### config.mk
export PLATFORM = sky130hd
export DESIGN_NAME = wdog_top
export DESIGN_NICKNAME = d
export VERILOG_FILES = /design/src/design/wdog_pkg.sv /design/src/design/wdog_tick_if.sv /design/src/design/wdog_tick.sv /design/src/design/wdog_top.sv
export VERILOG_INCLUDE_DIRS = /design/src /design/src/design
export SDC_FILE = /design/constraint.sdc
export NUM_CORES = 1
export LEC_CHECK = 0
export ABC_AREA = 0
export BUFFER_PORTS_ARGS = -buffer_cell sky130_fd_sc_hd__clkbuf_2
export CAP_MARGIN = 15
export CORE_MARGIN = 5
export CORE_UTILIZATION = 55
export DETAILED_ROUTE_END_ITERATION = 7
export PLACE_DENSITY_LB_ADDON = 0.05
export SLEW_MARGIN = 20
export SYNTH_ARGS = -nofsm -noshare
export SYNTH_HDL_FRONTEND = slang
export SYNTH_SLANG_ARGS = --single-unit
### constraint.sdc
create_clock -name mclk_i -period 2.56 [get_ports mclk_i]
set_input_delay 0.512 -clock mclk_i [delete_from_list [all_inputs] [get_ports mclk_i]]
set_output_delay 0.512 -clock mclk_i [all_outputs]
set_load 0.1 [all_outputs]
### src/design/wdog_regs.svh
`ifndef WDOG_REGS_SVH
`define WDOG_REGS_SVH
// Service key bytes
`define WDOG_KEY_FIRST 8'h55
`define WDOG_KEY_SECOND 8'hAA
// Illegal opcode values
`define WDOG_ILLEGAL_OPCODE_FLAG_A 8'hAC
`define WDOG_ILLEGAL_OPCODE_FLAG_B 8'h8D
// Low-power tick: 1 kHz period in ns, bus clock 20 ns
`define WDOG_LPO_PERIOD_NS 1000000
`define WDOG_CLK_PERIOD_NS 20
`define WDOG_LPO_DIV (`WDOG_LPO_PERIOD_NS / `WDOG_CLK_PERIOD_NS)
// Default timeout in watchdog ticks
`define WDOG_TIMEOUT_DEF 32'h0004_0000
`endif

### src/design/wdog_pkg.sv
`default_nettype none
package wdog_pkg;
	typedef enum logic [1:0] {
		WDOG_RUN = 2'b00,
		WDOG_RESET = 2'b01
	} wdog_state_t;
	typedef enum logic [1:0] {
		WDOG_CAUSE_NONE = 2'h0,
		WDOG_CAUSE_TIMEOUT = 2'h1,
		WDOG_CAUSE_KEY = 2'h2
	} wdog_cause_t;
endpackage : wdog_pkg
`default_nettype wire

### src/design/wdog_tick_if.sv
`default_nettype none
interface wdog_tick_if;
	logic tick;
	logic clear;
	modport src (output tick, input clear);
	modport snk (input tick, output clear);
endinterface : wdog_tick_if
`default_nettype wire

### src/design/wdog_tick.sv
`include "wdog_regs.svh"
`default_nettype none
module wdog_tick
	import wdog_pkg::*;
#(
	parameter int unsigned LPO_DIV = `WDOG_LPO_DIV
) (
	input wire logic mclk_i,
	input wire logic nrst_i,
	wdog_tick_if.src tk
);
	typedef struct packed {
		logic [31:0] cnt;
		logic tick;
	} wdog_tick_st_t;
	wdog_tick_st_t st_reg;
	wdog_tick_st_t st_next;

	// Divider stands in for the 1 kHz oscillator
	always_comb begin
		st_next = st_reg;
		st_next.tick = 1'b0;
		if (tk.clear) begin
			st_next.cnt = 32'h0000_0000;
		end else if (st_reg.cnt >= 32'(LPO_DIV - 1)) begin
			st_next.cnt = 32'h0000_0000;
			st_next.tick = 1'b1;
		end else begin
			st_next.cnt = st_reg.cnt + 32'h0000_0001;
		end
	end

	always_ff @(posedge mclk_i or negedge nrst_i) begin
		if (!nrst_i) begin
			st_reg <= '0;
		end else begin
			st_reg <= st_next;
		end
	end
	assign tk.tick = st_reg.tick;
endmodule : wdog_tick
`default_nettype wire

### src/design/wdog_top.sv
`include "wdog_regs.svh"
`default_nettype none
module wdog_top
	import wdog_pkg::*;
#(
	parameter int unsigned TIMEOUT = `WDOG_TIMEOUT_DEF,
	parameter int unsigned LPO_DIV = `WDOG_LPO_DIV,
	parameter int unsigned RST_LEN = 4
) (
	input wire logic mclk_i,
	input wire logic nrst_i,
	input wire logic enable_i,
	input wire logic window_mode_select_i,
	input wire logic watchdog_clock_select_i,
	input wire logic stop_i,
	input wire logic debug_i,
	input wire logic cause_wr_i,
	input wire logic [7:0] cause_wdata_i,
	input wire logic opcode_fetch_i,
	input wire logic [7:0] opcode_i,
	input wire logic illegal_addr_i,
	output logic sys_reset_o,
	output logic watchdog_cause_flag_o,
	output logic illegal_opcode_flag_o,
	output logic illegal_addr_flag_o,
	output logic key_armed_o,
	output logic [31:0] count_o
);
	typedef struct packed {
		wdog_state_t state;
		logic [31:0] cnt;
		logic [7:0] rst_cnt;
		logic armed;
		logic cop_flag;
		logic illegal_opcode_flag_flag;
		logic ilad_flag;
		logic rst;
	} wdog_st_t;
	wdog_st_t st_reg;
	wdog_st_t st_next;
	wdog_tick_if tk ();
	logic inc;
	logic halted;
	logic windowed;
	logic in_window;
	logic bad_key;
	logic early;
	logic serviced;
	logic timeout;
	logic illegal_opcode_flag;

	// Low-power tick source
	wdog_tick #(
		.LPO_DIV(LPO_DIV)
	) u_tick (
		.mclk_i(mclk_i),
		.nrst_i(nrst_i),
		.tk(tk)
	);

	// Clock choice and low-power events
	assign halted = stop_i | debug_i;
	assign inc = watchdog_clock_select_i ? tk.tick : 1'b1;
	assign tk.clear = watchdog_clock_select_i & halted;
	assign windowed = window_mode_select_i & ~watchdog_clock_select_i;
	// Window opens at 75 percent of the timeout
	assign in_window = st_reg.cnt >= 32'((TIMEOUT / 4) * 3);
	assign bad_key = cause_wr_i & (cause_wdata_i != `WDOG_KEY_FIRST)
		& (cause_wdata_i != `WDOG_KEY_SECOND);
	assign early = windowed & cause_wr_i & ~in_window & ~bad_key;
	assign serviced = cause_wr_i & st_reg.armed
		& (cause_wdata_i == `WDOG_KEY_SECOND) & ~early;
	assign timeout = enable_i & (st_reg.cnt >= 32'(TIMEOUT - 1)) & inc
		& ~halted;
	assign illegal_opcode_flag = opcode_fetch_i & ((opcode_i == `WDOG_ILLEGAL_OPCODE_FLAG_A)
		| (opcode_i == `WDOG_ILLEGAL_OPCODE_FLAG_B));

	// Next state; a reset event wins over everything else
	always_comb begin
		st_next = st_reg;
		case (st_reg.state)
			WDOG_RUN: begin
				st_next.rst = 1'b0;
				if (cause_wr_i) begin
					st_next.armed = cause_wdata_i == `WDOG_KEY_FIRST;
				end
				if (!enable_i || serviced) begin
					st_next.cnt = 32'h0000_0000;
				end else if (watchdog_clock_select_i && halted) begin
					st_next.cnt = 32'h0000_0000;
				end else if (inc && !halted) begin
					st_next.cnt = st_reg.cnt + 32'h0000_0001;
				end
				if (timeout || early || bad_key || illegal_opcode_flag || illegal_addr_i) begin
					st_next.state = WDOG_RESET;
					st_next.rst = 1'b1;
					st_next.rst_cnt = 8'h00;
					st_next.cnt = 32'h0000_0000;
					st_next.armed = 1'b0;
					// Flags describe only the latest cause
					st_next.cop_flag = timeout | early | bad_key;
					st_next.illegal_opcode_flag_flag = illegal_opcode_flag;
					st_next.ilad_flag = illegal_addr_i;
				end
			end
			WDOG_RESET: begin
				st_next.rst = 1'b1;
				st_next.cnt = 32'h0000_0000;
				if (st_reg.rst_cnt >= 8'(RST_LEN - 1)) begin
					st_next.state = WDOG_RUN;
					st_next.rst = 1'b0;
				end else begin
					st_next.rst_cnt = st_reg.rst_cnt + 8'h01;
				end
			end
			default: begin
				st_next.state = WDOG_RUN;
				st_next.rst = 1'b0;
			end
		endcase
	end

	// State register; cause flags clear on nrst_i or when a later reset event has another cause
	always_ff @(posedge mclk_i or negedge nrst_i) begin
		if (!nrst_i) begin
			st_reg <= '0;
		end else begin
			st_reg <= st_next;
		end
	end

	// Outputs straight from the state register
	assign sys_reset_o = st_reg.rst;
	assign watchdog_cause_flag_o = st_reg.cop_flag;
	assign illegal_opcode_flag_o = st_reg.illegal_opcode_flag_flag;
	assign illegal_addr_flag_o = st_reg.ilad_flag;
	assign key_armed_o = st_reg.armed;
	assign count_o = st_reg.cnt;
endmodule : wdog_top
`default_nettype wire

* Word level (Yosys, flattened, before mapping) *
Cells that the tools add are included.

operators by class
  add/subtract/negate cells = 3
  multipliers = 0
  div/mod/pow operators = 0
  magnitude comparators = 4
  equality and inequality tests = 11
  shift operators = 0
  muxes and demuxes = 16
  bitwise gates (word level) = 23
  reductions and logical operators = 17

operators with widths
  cell                                                                 count
  two-way mux 32 bit                                                   5
  case mux 40 bit (2 select lines)                                     1
  adder 32 x 1 -> 32 bit, second input constant                        2
  greater-or-equal comparator 32 x 18 -> 1 bit, second input constant  2
  two-way mux 47 bit                                                   1
  greater-or-equal comparator 32 x 16 -> 1 bit, second input constant  1
  equality test 8 bit, second input constant                           3
  bitwise AND 1 bit                                                    14
  adder 8 x 1 -> 8 bit, second input constant                          1
  equality test 8 x 7 -> 1 bit, second input constant                  1
  greater-or-equal comparator 8 x 2 -> 1 bit, second input constant    1
  two-way mux 8 bit                                                    1
  inequality test 8 x 7 -> 1 bit, second input constant                1
  inequality test 8 bit, second input constant                         1
  AND reduction 2 bit                                                  4
  inequality test 2 bit, second input constant                         3
  logical OR 1 bit                                                     5
  two-way mux 1 bit                                                    5
  inequality test 5 bit, second input constant                         1
  inverter 1 bit                                                       5
  OR 1 bit                                                             4
  case mux 2 bit (2 select lines)                                      1
  nonzero test 2 bit                                                   2
  AND reduction 3 bit                                                  1
  6 further kinds                                                      8

word-level totals
  flip-flop bits (word level) = 80
  latch bits = 0
  RAM bits = 0
  bits in read-only memories = 0
  bits of input ports = 26
  output and inout bits = 37
  logic and storage cells = 84
  memories kept = 0

* Logic depth before layout (Yosys ltp) *
Gate-level depths: netlist of the first run.

  word-level depth = 11
  mapped depth = 7
  mapped depth without buffers = 6

* Cells and area by module *
Synthesis of the first run repeated with hierarchy kept, for this count alone.

second synthesis, totals
  cell total of the unflattened synthesis = 372
  area total of the unflattened synthesis = 3802.4 sq um

modules (own cells, without submodules)
  module     times used  cells each  area an instance (sq um)  seq. area each (sq um)
  wdog_top   1           265         2476.1                    1151.1
  wdog_tick  1           107         1326.3                    825.8

* Least setup slack after synthesis of the first run *
OpenSTA, ideal clock, no wires.

  path type = input -> register
  start point = input debug_i
  end point = register st_reg[5] (netlist bit)
  setup time = 122 ps
  arrival = 1961 ps
  data required time = 2438 ps
  slack = 477 ps
  stages = 6
  path buffers = 1
  cells stage by stage = nor2_2 -> nand4_2 -> or4_4 -> a41oi_2 -> buf_4 -> o21ai_1

on the way
  word-level cells in the longest chain between the ends = 9

ends and longest elaborated chain
  what                             RTL line         RTL
  start, declared                  wdog_top.sv:16   input wire logic debug_i,
  OR 1 bit                         wdog_top.sv:62   assign halted = stop_i | debug_i;
  inverter 1 bit                   wdog_top.sv:74   & ~halted;
  bitwise AND 1 bit                wdog_top.sv:74
  logical OR 1 bit (4 in series)   wdog_top.sv:94   if (timeout || early || bad_key || illegal_opcode_flag || illegal_addr_i) begin
  inequality test 2 bit (no line)  n/a
  AND reduction 3 bit (no line)    n/a
  end signal, assigned             wdog_top.sv:128  st_reg <= st_next;
  end, declared                    wdog_top.sv:39   wdog_st_t st_reg;

No other way between the ends.
A chain may end at the register's enable or synchronous reset.

==> out/results.txt, run 1 <==
The flow ran to the end, and the final reports show no timing, DRC or antenna violations. Number of clock sinks: 79. In this run the count of I/O pins placed on the die edge is 63. The root buffer selected by CTS was clkbuf_8. The number of nets in the finished design was 459; the via count of the first global-routing pass was 2624. The count of final hold-check violations was 0; the number of library cell types mapped by synthesis was 47.

For the worst slew slack as a fraction of its limit, the log shows 0.5952. For this block, the via count after detailed routing is 2762. The congestion estimate from routability-driven global placement came to 0.8373.

The count of buffers from port buffering was 62; the area of the mapped netlist was 0.003822 mm2. Dividing the detail-routed wire length by the instance count gives 14.11 um. The setup path with the least slack is of type reg -> reg. During synthesis, Yosys emitted a total of 0 warnings.

Clock insertion delay at the later pin of the skew report: 340 ps. The register clock-pin slew on the reported worst setup and hold paths is 80 ps. The tools report the kind of start point of the critical path as a flop. The layout-stage area growth over the synthesis result came out at 14.44%.

The fraction of met2 tracks used by global routing came out at 0.2823. For the number of max-cap violations, the log shows 0. For this run, design rule violations remaining after detail routing come to 0. Number of buffers added for setup after CTS: 0. TritonCTS built the clock tree. The total area inside the core boundary comes to 0.006794 mm2. The wire-length estimate of the detail-placed layout is 5206 um.

The global routing usage on met3 is 0.03862, and the global-route wire length before repair is 12690 um. Commonest register cell after synthesis: dfrtp_1. The number of cell rows was 30; the final count of negative-setup-slack endpoints was 0.

Entering global routing, the biggest net connects 80 pins. TritonCTS created 9 clock buffers. The die covers 0.008717 mm2. Before antenna repair, the detailed router went through 4 iterations.

At the pin with the least slew margin, the transition time is 607.3 ps. The peak fanout along the critical path was 16; the post-cts gate resize count was 0. The worst setup slack for register-to-register paths was 410 ps; the die width was 93.37 um. The initial antenna violation count is 0, and the power density over cell area is 664.2 mW/mm2. The run gives 0.1864 as the total global routing track utilization. The synthesized design contains 0 enable-type register cells.

The share of synthesized flip-flops with an asynchronous set or reset was 1.000. Counting flops and latches in the post-synthesis netlist gives 79. Global routing finished with a remaining overflow of 0. On the final layout, the worst clock skew is 8.843 ps. Static timing analysis puts the maximum clock frequency at 464.7 MHz.

The peak supply drop is 0.3796 mV, and the share of the clock period used by the worst path after layout is 0.8406. The logs give 7465 um for the final wirelength and 2830 ps for the required arrival time at the worst endpoint. The leading cell type in the layout, fill and taps excluded was dfrtp_1. The classification of the worst-slack hold path is in -> async. The minimum period implied by the final worst setup slack is 2152 ps, and the number of pins with negative max-slew slack in the final report is 0. Synthesis produced a netlist whose cell count is 372.

The count of non-filler cells in the finished layout came out at 529. The worst setup path is captured at a flop. The global routing stage identified its most utilized layer as met2.

The sequential share of the synthesized area was 0.5172. The antenna diode count was 0; the via density per instance was 5.221. The average instance in the mapped netlist occupies 10.28 um2. The analysis attributes to cell leakage a power of 1.925 nW. The data arrival time of the critical path came out at 2420 ps. The run gives 79 as the detailed router's first-iteration violation count.

The library cells used most frequently in the layout, excluding fill and tap cells, are dfrtp_1 (79), clkbuf_2 (61), nor3_1 (43). The layout cell share with drive strength beyond 1 came out at 0.2309. Effective utilization at floorplan: 0.5626. The worst hold margin is 172.3 ps, and the die height is 93.37 um. After routing, the total negative slack on setup checks comes to 0 ps. Buffers inserted to repair hold after CTS numbered 0. The run gives 514 as the number of placed instances with taps included. Setup repair after global routing left no endpoint under its margin.

The clock tree synthesis step divided the H-tree into 3 levels. The detail route stage leaves a number of antenna-violating nets equal to 0. Fill cell total of the finished layout: 554. The logs give 0.2609 for the met1 track demand over resource and 2 for the maximum number of buffers from clock root to sink.
-- per-layer routing --
metal / routed length [um] / vias up
li1: - / 1371
met1: 3597 / 1320
met2: 3443 / 58
met3: 286 / 13
met4: 138 / 0
met5: 0 / -
-- critical path, cell delays in order, from the launching register on --
cell and delay, ps:
dfrtp_1 410, ha_1 260, a311o_1 360, a21oi_1 140
o21ai_0 120, a311o_1 590, nor2_1 190
-- report_power, final --
group | total, mW | switching (mW) | internal, mW
registers | 1.34 | 0.0357 | 1.31
logic | 0.483 | 0.352 | 0.131
clock network | 1.08 | 0.436 | 0.642
total | 2.91 | 0.824 | 2.08
-- Yosys cell counts, types with 2 or more instances --
cell type,instances,area share
a21o_1,2,0.0039
a21oi_1,4,0.0052
a311o_1,2,0.0052
a31oi_1,6,0.0098
a41oi_1,3,0.0069
and2_1,4,0.0065
and3_1,11,0.018
and3b_1,2,0.0046
buf_2,5,0.0065
buf_4,33,0.065
clkbuf_1,4,0.0039
dfrtp_1,79,0.52
ha_1,4,0.013
inv_1,11,0.011
mux2i_1,2,0.0052
nand2_1,18,0.018
nand3_1,16,0.021
nand4_1,10,0.016
nand4_2,2,0.0065
nor2_1,29,0.028
nor2b_1,8,0.013
nor3_1,43,0.056
nor4_1,10,0.016
nor4bb_1,5,0.013
o21ai_0,3,0.0039
o21ai_1,2,0.0026
or4_1,2,0.0039
xnor2_1,24,0.055
xor2_1,10,0.023
-- logic make-up after synthesis --
logic type,share of synthesized area
AO/OA/AOI/OAI,0.05238
XOR/XNOR,0.07790
adder cells (fa/ha/maj),0.01309
buffers and inverters,0.08739
flip-flops,0.5172
multiplexers,0.008837
other,0.0009811
AND/OR/NAND/NOR,0.2422
-- cell type report --
cell class / count / area, um2 / area share
repair buffers: 74 / 427.9 / 0.09783
multi-input cells: 254 / 1582 / 0.3616
inverters: 11 / 41.29 / 0.009439
clock inverters: 4 / 95.09 / 0.02174
well taps: 96 / 120.1 / 0.02746
flip-flops and latches: 79 / 1977 / 0.4519
clock buffers: 11 / 131.4 / 0.03003
-- through the flow --
| step | power [mW] | area [um2] | util | worst slack (ps) |
|---|---|---|---|---|
| 3_3_place_gp | 1.850 | 4148 | 0.6105 | 461.3 |
| 6_report | 2.905 | 4374 | 0.6438 | 408.1 |
| 3_5_place_dp | 1.856 | 4148 | 0.6105 | 400.0 |
| 2_1_floorplan | 1.709 | 3879 | - | 477.4 |
| 5_1_grt | 3.045 | 4374 | 0.6438 | 221.6 |
| 4_1_cts | 2.928 | 4374 | 0.6438 | 360.5 |
-- path summary, 6_finish.rpt --
check,to,startpoint,cells past startpoint
worst max-delay path,u_tick.st_reg[15],u_tick.st_reg[1],6
min in group mclk_i,illegal_addr_flag_o,illegal_addr_i,2
max in group asynchronous,u_tick.st_reg[13],nrst_i,2
worst min register to register,u_tick.st_reg[1],u_tick.st_reg[1],1
worst min-delay path,count_o[11],nrst_i,2
worst max register to register,u_tick.st_reg[15],u_tick.st_reg[1],6
Note: power is estimated with default switching activity, not from simulation.
==> inputs of run 2 (changes only) <==
- ABC_AREA: 0 -> 1
- CORE_UTILIZATION: 55 -> 51
- clock period: 2.56 -> 1.7 ns (I/O delays scaled with it)
==> run 2 against run 1 <==
Compared with the run above:
- critical path depth rose by 5
- final cell count rose by 29%
- die area rose by 13%
- via count rose by 16%
- synthesized cell count rose by 28%
- worst hold slack improved by 41 ps
==> out/results.txt, run 2 <==
The run finished with clean final reports. In this run the worst path has a maximum fanout of 8. Prior to clock tree synthesis, the placed netlist has a worst setup slack of -33.16 ps. Setup violations remaining at the end of the flow were counted as 0.

The share of the clock period used by the worst path after layout works out to 0.9881. Setup repair after global routing could not meet its margin everywhere. In this run the mean area of a mapped cell was 8.494 um2.

Entering global routing, the biggest net connects 34 pins. The kind of start point of the critical path was a flop. At the worst endpoint, the required time is 1980 ps.

Summed over all instances, the cell type with the most area after synthesis is dfrtp_1. The run gives 0 as the number of pins with negative max-slew slack in the final report. The number of nets with antenna violations after detailed routing is 0.

Among all flip-flop cells after synthesis, the most frequent one is dfrtp_1. In this design, the critical path's most frequently occurring cell is nand2_2. On the final layout, the worst hold slack is 212.9 ps. The first global-routing pass estimated 14390 um of wire. From synthesis to final layout, the design area changed by 23.36%. After detailed routing, the number of vias per cell comes to 4.731.

The congestion estimate from routability-driven global placement came to 0.8399. Row generation in the floorplan step produced 32 rows. For the total leakage power, the log shows 2.337 nW.

In this run the worst hold path is classified as in -> reg. The initial antenna violation count was 0; the number of cells on the worst hold path was 3. In this run, placement finished with an instance count of 662. In the layout the commonest cells are dfrtp_1 (79), nor2_1 (73), nand2_1 (71).

Ranked by total cell area, the synthesized netlist is headed by dfrtp_1 (49%), nor2_1 (8.3%), nand2_1 (6.9%). The design draws 4.175 mW. For this block, the via count after detailed routing is 3217. The sequential share of the synthesized area was 0.4869. Leaving out fill and tap cells, the most frequent cell in the layout is dfrtp_1. The via count of the first global-routing pass is 3249.

The worst setup path is captured at a flop. Minimum period implied by the final worst setup slack: 1680 ps. TritonCTS built the clock tree. Based on the critical path, the design can be clocked at up to 595.3 MHz.

The effective utilization at floorplan was 0.5254; the total I/O pin count was 63. The clock passes through at most 2 buffers. During placement, the flow inserted port buffers numbering 62. Across the routed clock network, the largest skew measured is 6.625 ps. The core region is 0.007727 mm2. Clock tree synthesis inserted a total of 9 buffers. In this design, the stage delay of the slowest critical-path cell is 400 ps.

The basic-gate share of the synthesized area counting and, or, nand and nor cells is 0.2761. The tools report the die area as 0.009846 mm2. Final wirelength: 8591 um. For the number of optimization iterations in the first detailed-route pass, the log shows 4. The setup path with the least slack is of type reg -> reg.

For the finished layout cell area, the log shows 0.005009 mm2. By area, the combinational part of the netlist is dominated by simple AND/OR/NAND/NOR gates. The number of cells on the worst reg-to-reg path is 11. The share of the synthesized netlist area taken by xor and xnor gates is 0.06040. Summed over all layers, the global routing overflow is 0. The logs give 0 for the antenna diode count and 0 for the count of final hold-check violations.

The H-tree depth reported by CTS is 3. The portion of netlist area occupied by mux cells is 0, and the die width is 99.23 um. The detailed router finished its first iteration with 86 violations. The tools report the number of design rule violations left after detail routing as 0.

The largest individual stage delay along the critical path comes from the cell dfrtp_1. The die is 99.23 um tall. The layout cell share with drive strength beyond 1 works out to 0.3097. Traced cell by cell, the critical path runs through ha_2 > nand2_2 > nor2_4 > nand2_2 > nor2_2 > nand2_1 > nand2_2 > a21oi_4 > nand3_4 > buf_12 > a21oi_2. Ranked by instance count, the synthesized netlist is headed by nor2_1 (90), dfrtp_1 (79), nand2_1 (75). The share of synthesized flip-flops with an asynchronous set or reset came out at 1.000. The tools report the instance area at placement as 0.004658 mm2.

Once detailed placement completed, the half-perimeter wirelength came to 6478 um. Synthesis produced 478 cells. Across the run, the number of max-cap violations was 0. The number of register bits inferred by synthesis works out to 79. The run gives 1960 ps as the data arrival time of the critical path. The peak supply drop is 0.6870 mV, and the share of the synthesized area in compound gates (AO/OA/AOI/OAI) is 0.04284.

For this run, the post-layout net count is 604. The final worst setup slack is 20.27 ps, and the count of non-filler cells in the finished layout is 680. The run gives 0.004060 mm2 as the area of the mapped netlist. Dividing the detail-routed wire length by the instance count gives 12.63 um. The library cell with the highest instance count after synthesis was nor2_1. For this design the ratio of total power to cell area is 833.5 mW/mm2. The root buffer cell chosen for the clock tree is clkbuf_8.

The number of flops mapped to enable cells by yosys is 0. Yosys printed 0 warnings. Synthesis instantiated 35 different standard cells from the library.

The run gives 0 ps as the post-route setup TNS. The adder-cell share of the synthesized area works out to 0.01233. The number of clock sinks was 79. The area fraction of the dominant cell type after synthesis came out at 0.4869. The post-layout utilization of the core is 0.6482, and the total global routing track utilization is 0.1812. Clock-pin slew was measured on the worst setup and hold paths at 80 ps.

The clock reaches the later pin of the worst-skew pair after 340 ps. The worst slew slack as a fraction of its limit was 0.6301; the pin slew with the least headroom to its limit was 557.3 ps.
run 2: changes by cell type in the layout (fill, tap and decap cells not counted), moves of 17 or more:
cell and change:
nor2_1 +44, nor2_2 +18, xnor2_1 -17, inv_1 +42
buf_4 +29, nor3_1 -34, nand2_1 +53
run 2: area by class of cell:
class	instances	area, um2
clock buffers	13	168.9
clock inverters	2	15.01
fillers	663	2719
inverters	54	202.7
multi-input cells	322	1788
flip-flops and latches	79	1977
well taps	102	127.6
repair buffers	108	729.5
run 2: logic make-up (layout without fill, tap and decap cells):
kind of cell	count (synthesis)	after routing
other	1	16
AO/OA/AOI/OAI	25	25
AND/OR/NAND/NOR	249	249
adder cells (fa/ha/maj)	4	4
XOR/XNOR	28	28
buffers and inverters	92	177
flip-flops	79	79
run 2: metal layers:
layer  vias to the layer above  track usage  wire (um)
met5                         -            0          0
met4                         0      0.05882        127
met3                        11      0.03997        346
met2                        54       0.3089       4299
met1                      1499       0.2291       3817
li1                       1653            -          -
run 2: power breakdown:
group	internal, mW	leakage, nW	switching (mW)
sequential	1.98	1.05	0.0525
combinational	0.214	1.20	0.637
clock	0.643	0.0878	0.648
run 2: timing repair:
action                     CTS  global route
pin swaps                    0            12
gates resized for setup      3            42
cloned                       0             1
setup endpoints to repair   12            52
setup buffers                0             1
hold endpoints to repair    29             0
hold buffers                 1             0
run 2: critical path, delay by kind of cell, from the launching register on:
family / cells / cell delay (ps)
DFF: 1 / 400
buffers and inverters: 1 / 190
AOI/OAI and AO/OA: 2 / 260
and+or+nand+nor: 7 / 560
adders and majority gates: 1 / 200
run 2: worst paths after layout:
check                                             end  slack (ps)                  start
worst max-delay path                      count_o[21]          20             count_o[1]
max in group asynchronous           u_tick.st_reg[20]         680                 nrst_i
min in group asynchronous                  count_o[2]         500                 nrst_i
worst min register to register  illegal_opcode_flag_o         480  illegal_opcode_flag_o
worst min-delay path              illegal_addr_flag_o         210         illegal_addr_i
worst max register to register            count_o[21]          20             count_o[1]
==> inputs of run 3 (changes only) <==
- CORE_UTILIZATION: 51 -> 52
- MAX_ROUTING_LAYER: not set -> met4
- SYNTH_HIERARCHICAL: not set -> 1
==> run 3 against run 2 <==
Compared with the run above:
- the flow now finishes with violations (negative setup slack)
- first-iteration DRC count up 98%
- design area up 12%
- worst hold slack better by 7.1 ps
- via count up 21%
- clock power up 12%
- global-route usage up 3.2 points
- total power up 11%
- critical path depth up 3
- register-to-register slack worse by 140 ps
- count of clock-buffer cells in the layout down 4
- final cell count up 15%
- critical endpoint is now count_o[1]
- highest routed layer unchanged
==> out/results.txt, run 3 <==
0 antenna diodes ended up in the layout. Setup repair after global routing could not meet its margin everywhere. The share of synthesized flip-flops with an asynchronous set or reset is 1.000, and the total global routing track utilization is 0.2134. In the final layout, flip-flops and latches occupy 0.001978 mm2. Summing all placed instances gives a cell area of 0.005106 mm2. Sorting the synthesized cells by area gives the leading types as dfrtp_1 (45%), nand2_1 (9.5%), nor2_1 (8.1%). The setup check on the worst reg-to-reg path leaves a slack of -120 ps.

The first global-routing pass estimated 17140 um of wire. The count of buffers added on input and output ports is 62. The peak fanout along the critical path was 5. Capture instance of the worst register-to-register path: count_o[1].

The number of placed instances with taps included is 746. The checks that failed: negative setup slack. The multi-input combinational cells in the finished layout cover a total of 0.002115 mm2.

The clock tree synthesis step divided the H-tree into 3 levels. TritonCTS built the clock tree. Pin placement for this block handled 63 I/O pins.

Counting flops and latches in the post-synthesis netlist gives 79. The minimum period implied by the final worst setup slack works out to 1816 ps. Ranked by instance count, the synthesized netlist is headed by nand2_1 (112), nor2_1 (95), dfrtp_1 (79). Counting the fill cells in the layout gives 700. After the last flow step, the layout net total stands at 700. The layout-stage area growth over the synthesis result came out at 27.56%. The area fraction of the dominant cell type after synthesis is 0.4476. The tools report the start of the worst register-to-register path as count_o[0]. Effective utilization at floorplan: 0.5348. In the synthesized netlist the dominant register cell turns out to be dfrtp_1. The die area was 0.01044 mm2; the required arrival time at the worst endpoint was 1940 ps. The cell that appears most often on the critical path is nand3_2.

Layout cell share with drive strength beyond 1: 0.3467. For the initial antenna violation count, the log shows 0. The logs give 7194 um for the final HPWL from detailed placement and 79 for the number of clock sinks. The pin slew with the least headroom to its limit is 572.7 ps.

The run finished, with violations left. The most critical setup path has its endpoint at count_o[1]. The run gives 0 as the aggregate global routing overflow. The finished layout cell area is 0.005634 mm2, and the share of the clock period used by the worst path after layout is 1.068. Number of optimization iterations in the first detailed-route pass: 5.

The worst slew slack as a fraction of its limit came out at 0.6168. The critical path goes through ha_2 > nand3_2 > inv_2 > nand2_4 > nor2_4 > nand3_2 > nand2_2 > nand2_2 > nand3_4 > nor2_8 > buf_12 > clkbuf_16 > nand3_2 > nand2_1. The register clock-pin slew on the reported worst setup and hold paths is 90 ps, and the post-route setup TNS is -2759 ps.

In the layout the commonest cells are nand2_1 (108), nor2_1 (90), dfrtp_1 (78). Measured along the x axis, the die boundary spans 102.2 um. The data arrival time of the critical path is 2060 ps, and the count of final hold-check violations is 0.

The number of flops mapped to enable cells by yosys works out to 0. The detailed-route wire length per cell works out to 13.21 um. In this run the vertical extent of the chip is 102.2 um. The tools report the sequential share of the synthesized area as 0.4476.

In this run the power density over the cells is 821.3 mW/mm2. Yosys instantiated no cell more often than nand2_1. The tools report the via count of the first global-routing pass as 3673.

The maximum number of buffers from clock root to sink was 2. The worst register-to-register path has a depth of 14. For this run, the number of Yosys warnings is 6.

Type of element capturing the critical path: a flop. The critical path is of the reg -> reg type. For this run, design rule violations remaining after detail routing come to 0. The floorplan step defined a core boundary enclosing 0.008258 mm2. For the worst-skew pair, the clock arrives at the later sink with an insertion delay of 350 ps. The largest individual stage delay along the critical path comes from the cell dfrtp_1. In this run the static leakage power is 2.732 nW.

TritonCTS created 9 clock buffers. The largest stage delay on the critical path is 370 ps. The classification of the worst-slack hold path is in -> reg.

Leaving out fill and tap cells, the most frequent cell in the layout is nand2_1. Kind of start point of the critical path: a flop. The overall power is 4.628 mW. The root buffer selected by CTS is clkbuf_8. The tool flagged a number of max-cap violations equal to 0. The logs give 170 for the detailed router's first-iteration violation count and 780 for the count of non-filler cells in the finished layout. The logs give 43 for the final count of negative-setup-slack endpoints and 550.8 MHz for the highest achievable clock rate. The final worst setup slack was -115.6 ps. The worst-case IR drop observed on VDD is 0.7056 mV. The tools report the number of library cell types mapped by synthesis as 37.

Summing every instance area after synthesis gives 0.004417 mm2. The via density per instance works out to 4.979. The number of pins with negative max-slew slack in the final report was 0.

Across all layers, the routed design uses 3884 vias. In the synthesized netlist, the number of instances is 555. The final wirelength came out at 10300 um.

The pin count of the biggest net entering global routing came out at 29. Once detail routing completed, the nets flagged for antenna violations numbered 0. Row generation in the floorplan step produced 33 rows. The biggest area contributor in the post-synthesis netlist is dfrtp_1.

For the global placer's final weighted congestion, the log shows 0.9633. On the final layout, the worst clock skew is 14.96 ps. The average instance in the mapped netlist occupies 7.958 um2.

The timing startpoint of the critical path is count_o[0].
-- run 3: cell count changes after synthesis, sizes merged, moves of 3 or more --
cell and change:
inv +7, nand4 +8, nor4 -4, o21ai -4
nand2 +42, nand3 +26, xor2 -12, nor3 -9
a21oi -9, or2 +3, nor2 +26
-- run 3: worst max-delay path: cells and delay by family, from the launching register on --
kind	cells	cell delay (ps)
flip-flops	1	370
adder cells (fa/ha/maj)	1	200
buffers and inverters	3	360
AND/OR/NAND/NOR	10	760
-- run 3: logic make-up (layout without fill, tap and decap cells) --
kind of cell               Yosys count  in the layout  share of synthesized area
and+or+nand+nor                    339            340                     0.3640
buffers and inverters              103            207                     0.1266
DFF                                 79             79                     0.4476
xor gates and xnor gates            15             15                    0.02975
AOI/OAI and AO/OA                   14             14                    0.01983
adders and majority gates            4              4                    0.01133
other                                1             16                  0.0008490
-- run 3: timing repair --
item / CTS / global route
gates cloned: 1 / 2
hold endpoints to repair: 25 / 0
hold buffers: 1 / 0
pin swaps: 5 / 14
buffers inserted: 7 / 7
endpoints found under the setup margin: 44 / 57
gates resized for setup: 11 / 29
-- run 3: final cells by class --
type                    instances  share of cell area
clock inverters                 7             0.01421
inverters                      61             0.04131
multi-input cells             389              0.3753
well taps                     105             0.02332
flip-flops and latches         79              0.3511
clock buffers                   9             0.02199
repair buffers                130              0.1728
-- run 3: stage by stage --
stage               setup slack (ps)  hold WS, ps  utilization
CTS                           -82.69        209.3       0.6611
global route                  -269.1        234.5       0.6823
floorplan                     -41.61        44.41            -
detailed placement            -132.3        294.1       0.6183
finish                        -115.6        220.0       0.6823
global placement              -113.3        290.7       0.6183
-- run 3: routing by layer --
layer	part of all wire	vias to the layer above	global-route usage
met5	0	-	-
met3	0.056	17	0.03276
met2	0.49	108	0.3503
met1	0.44	1831	0.2775
met4	0.015	0	0.05651
li1	-	1928	-
-- run 3: worst min path at each step --
stage,startpoint,endpoint,cells after the start
floorplan,nrst_i,count_o[0],0
global placement,nrst_i,count_o[30],1
detailed placement,nrst_i,count_o[30],1
CTS,illegal_addr_i,illegal_addr_flag_o,3
global route,illegal_addr_i,illegal_addr_flag_o,3
finish,illegal_addr_i,illegal_addr_flag_o,3
-- run 3: power by group --
group          internal (mW)  switching [mW]
clock                  0.694           0.750
combinational          0.311           0.838
sequential              1.98          0.0515
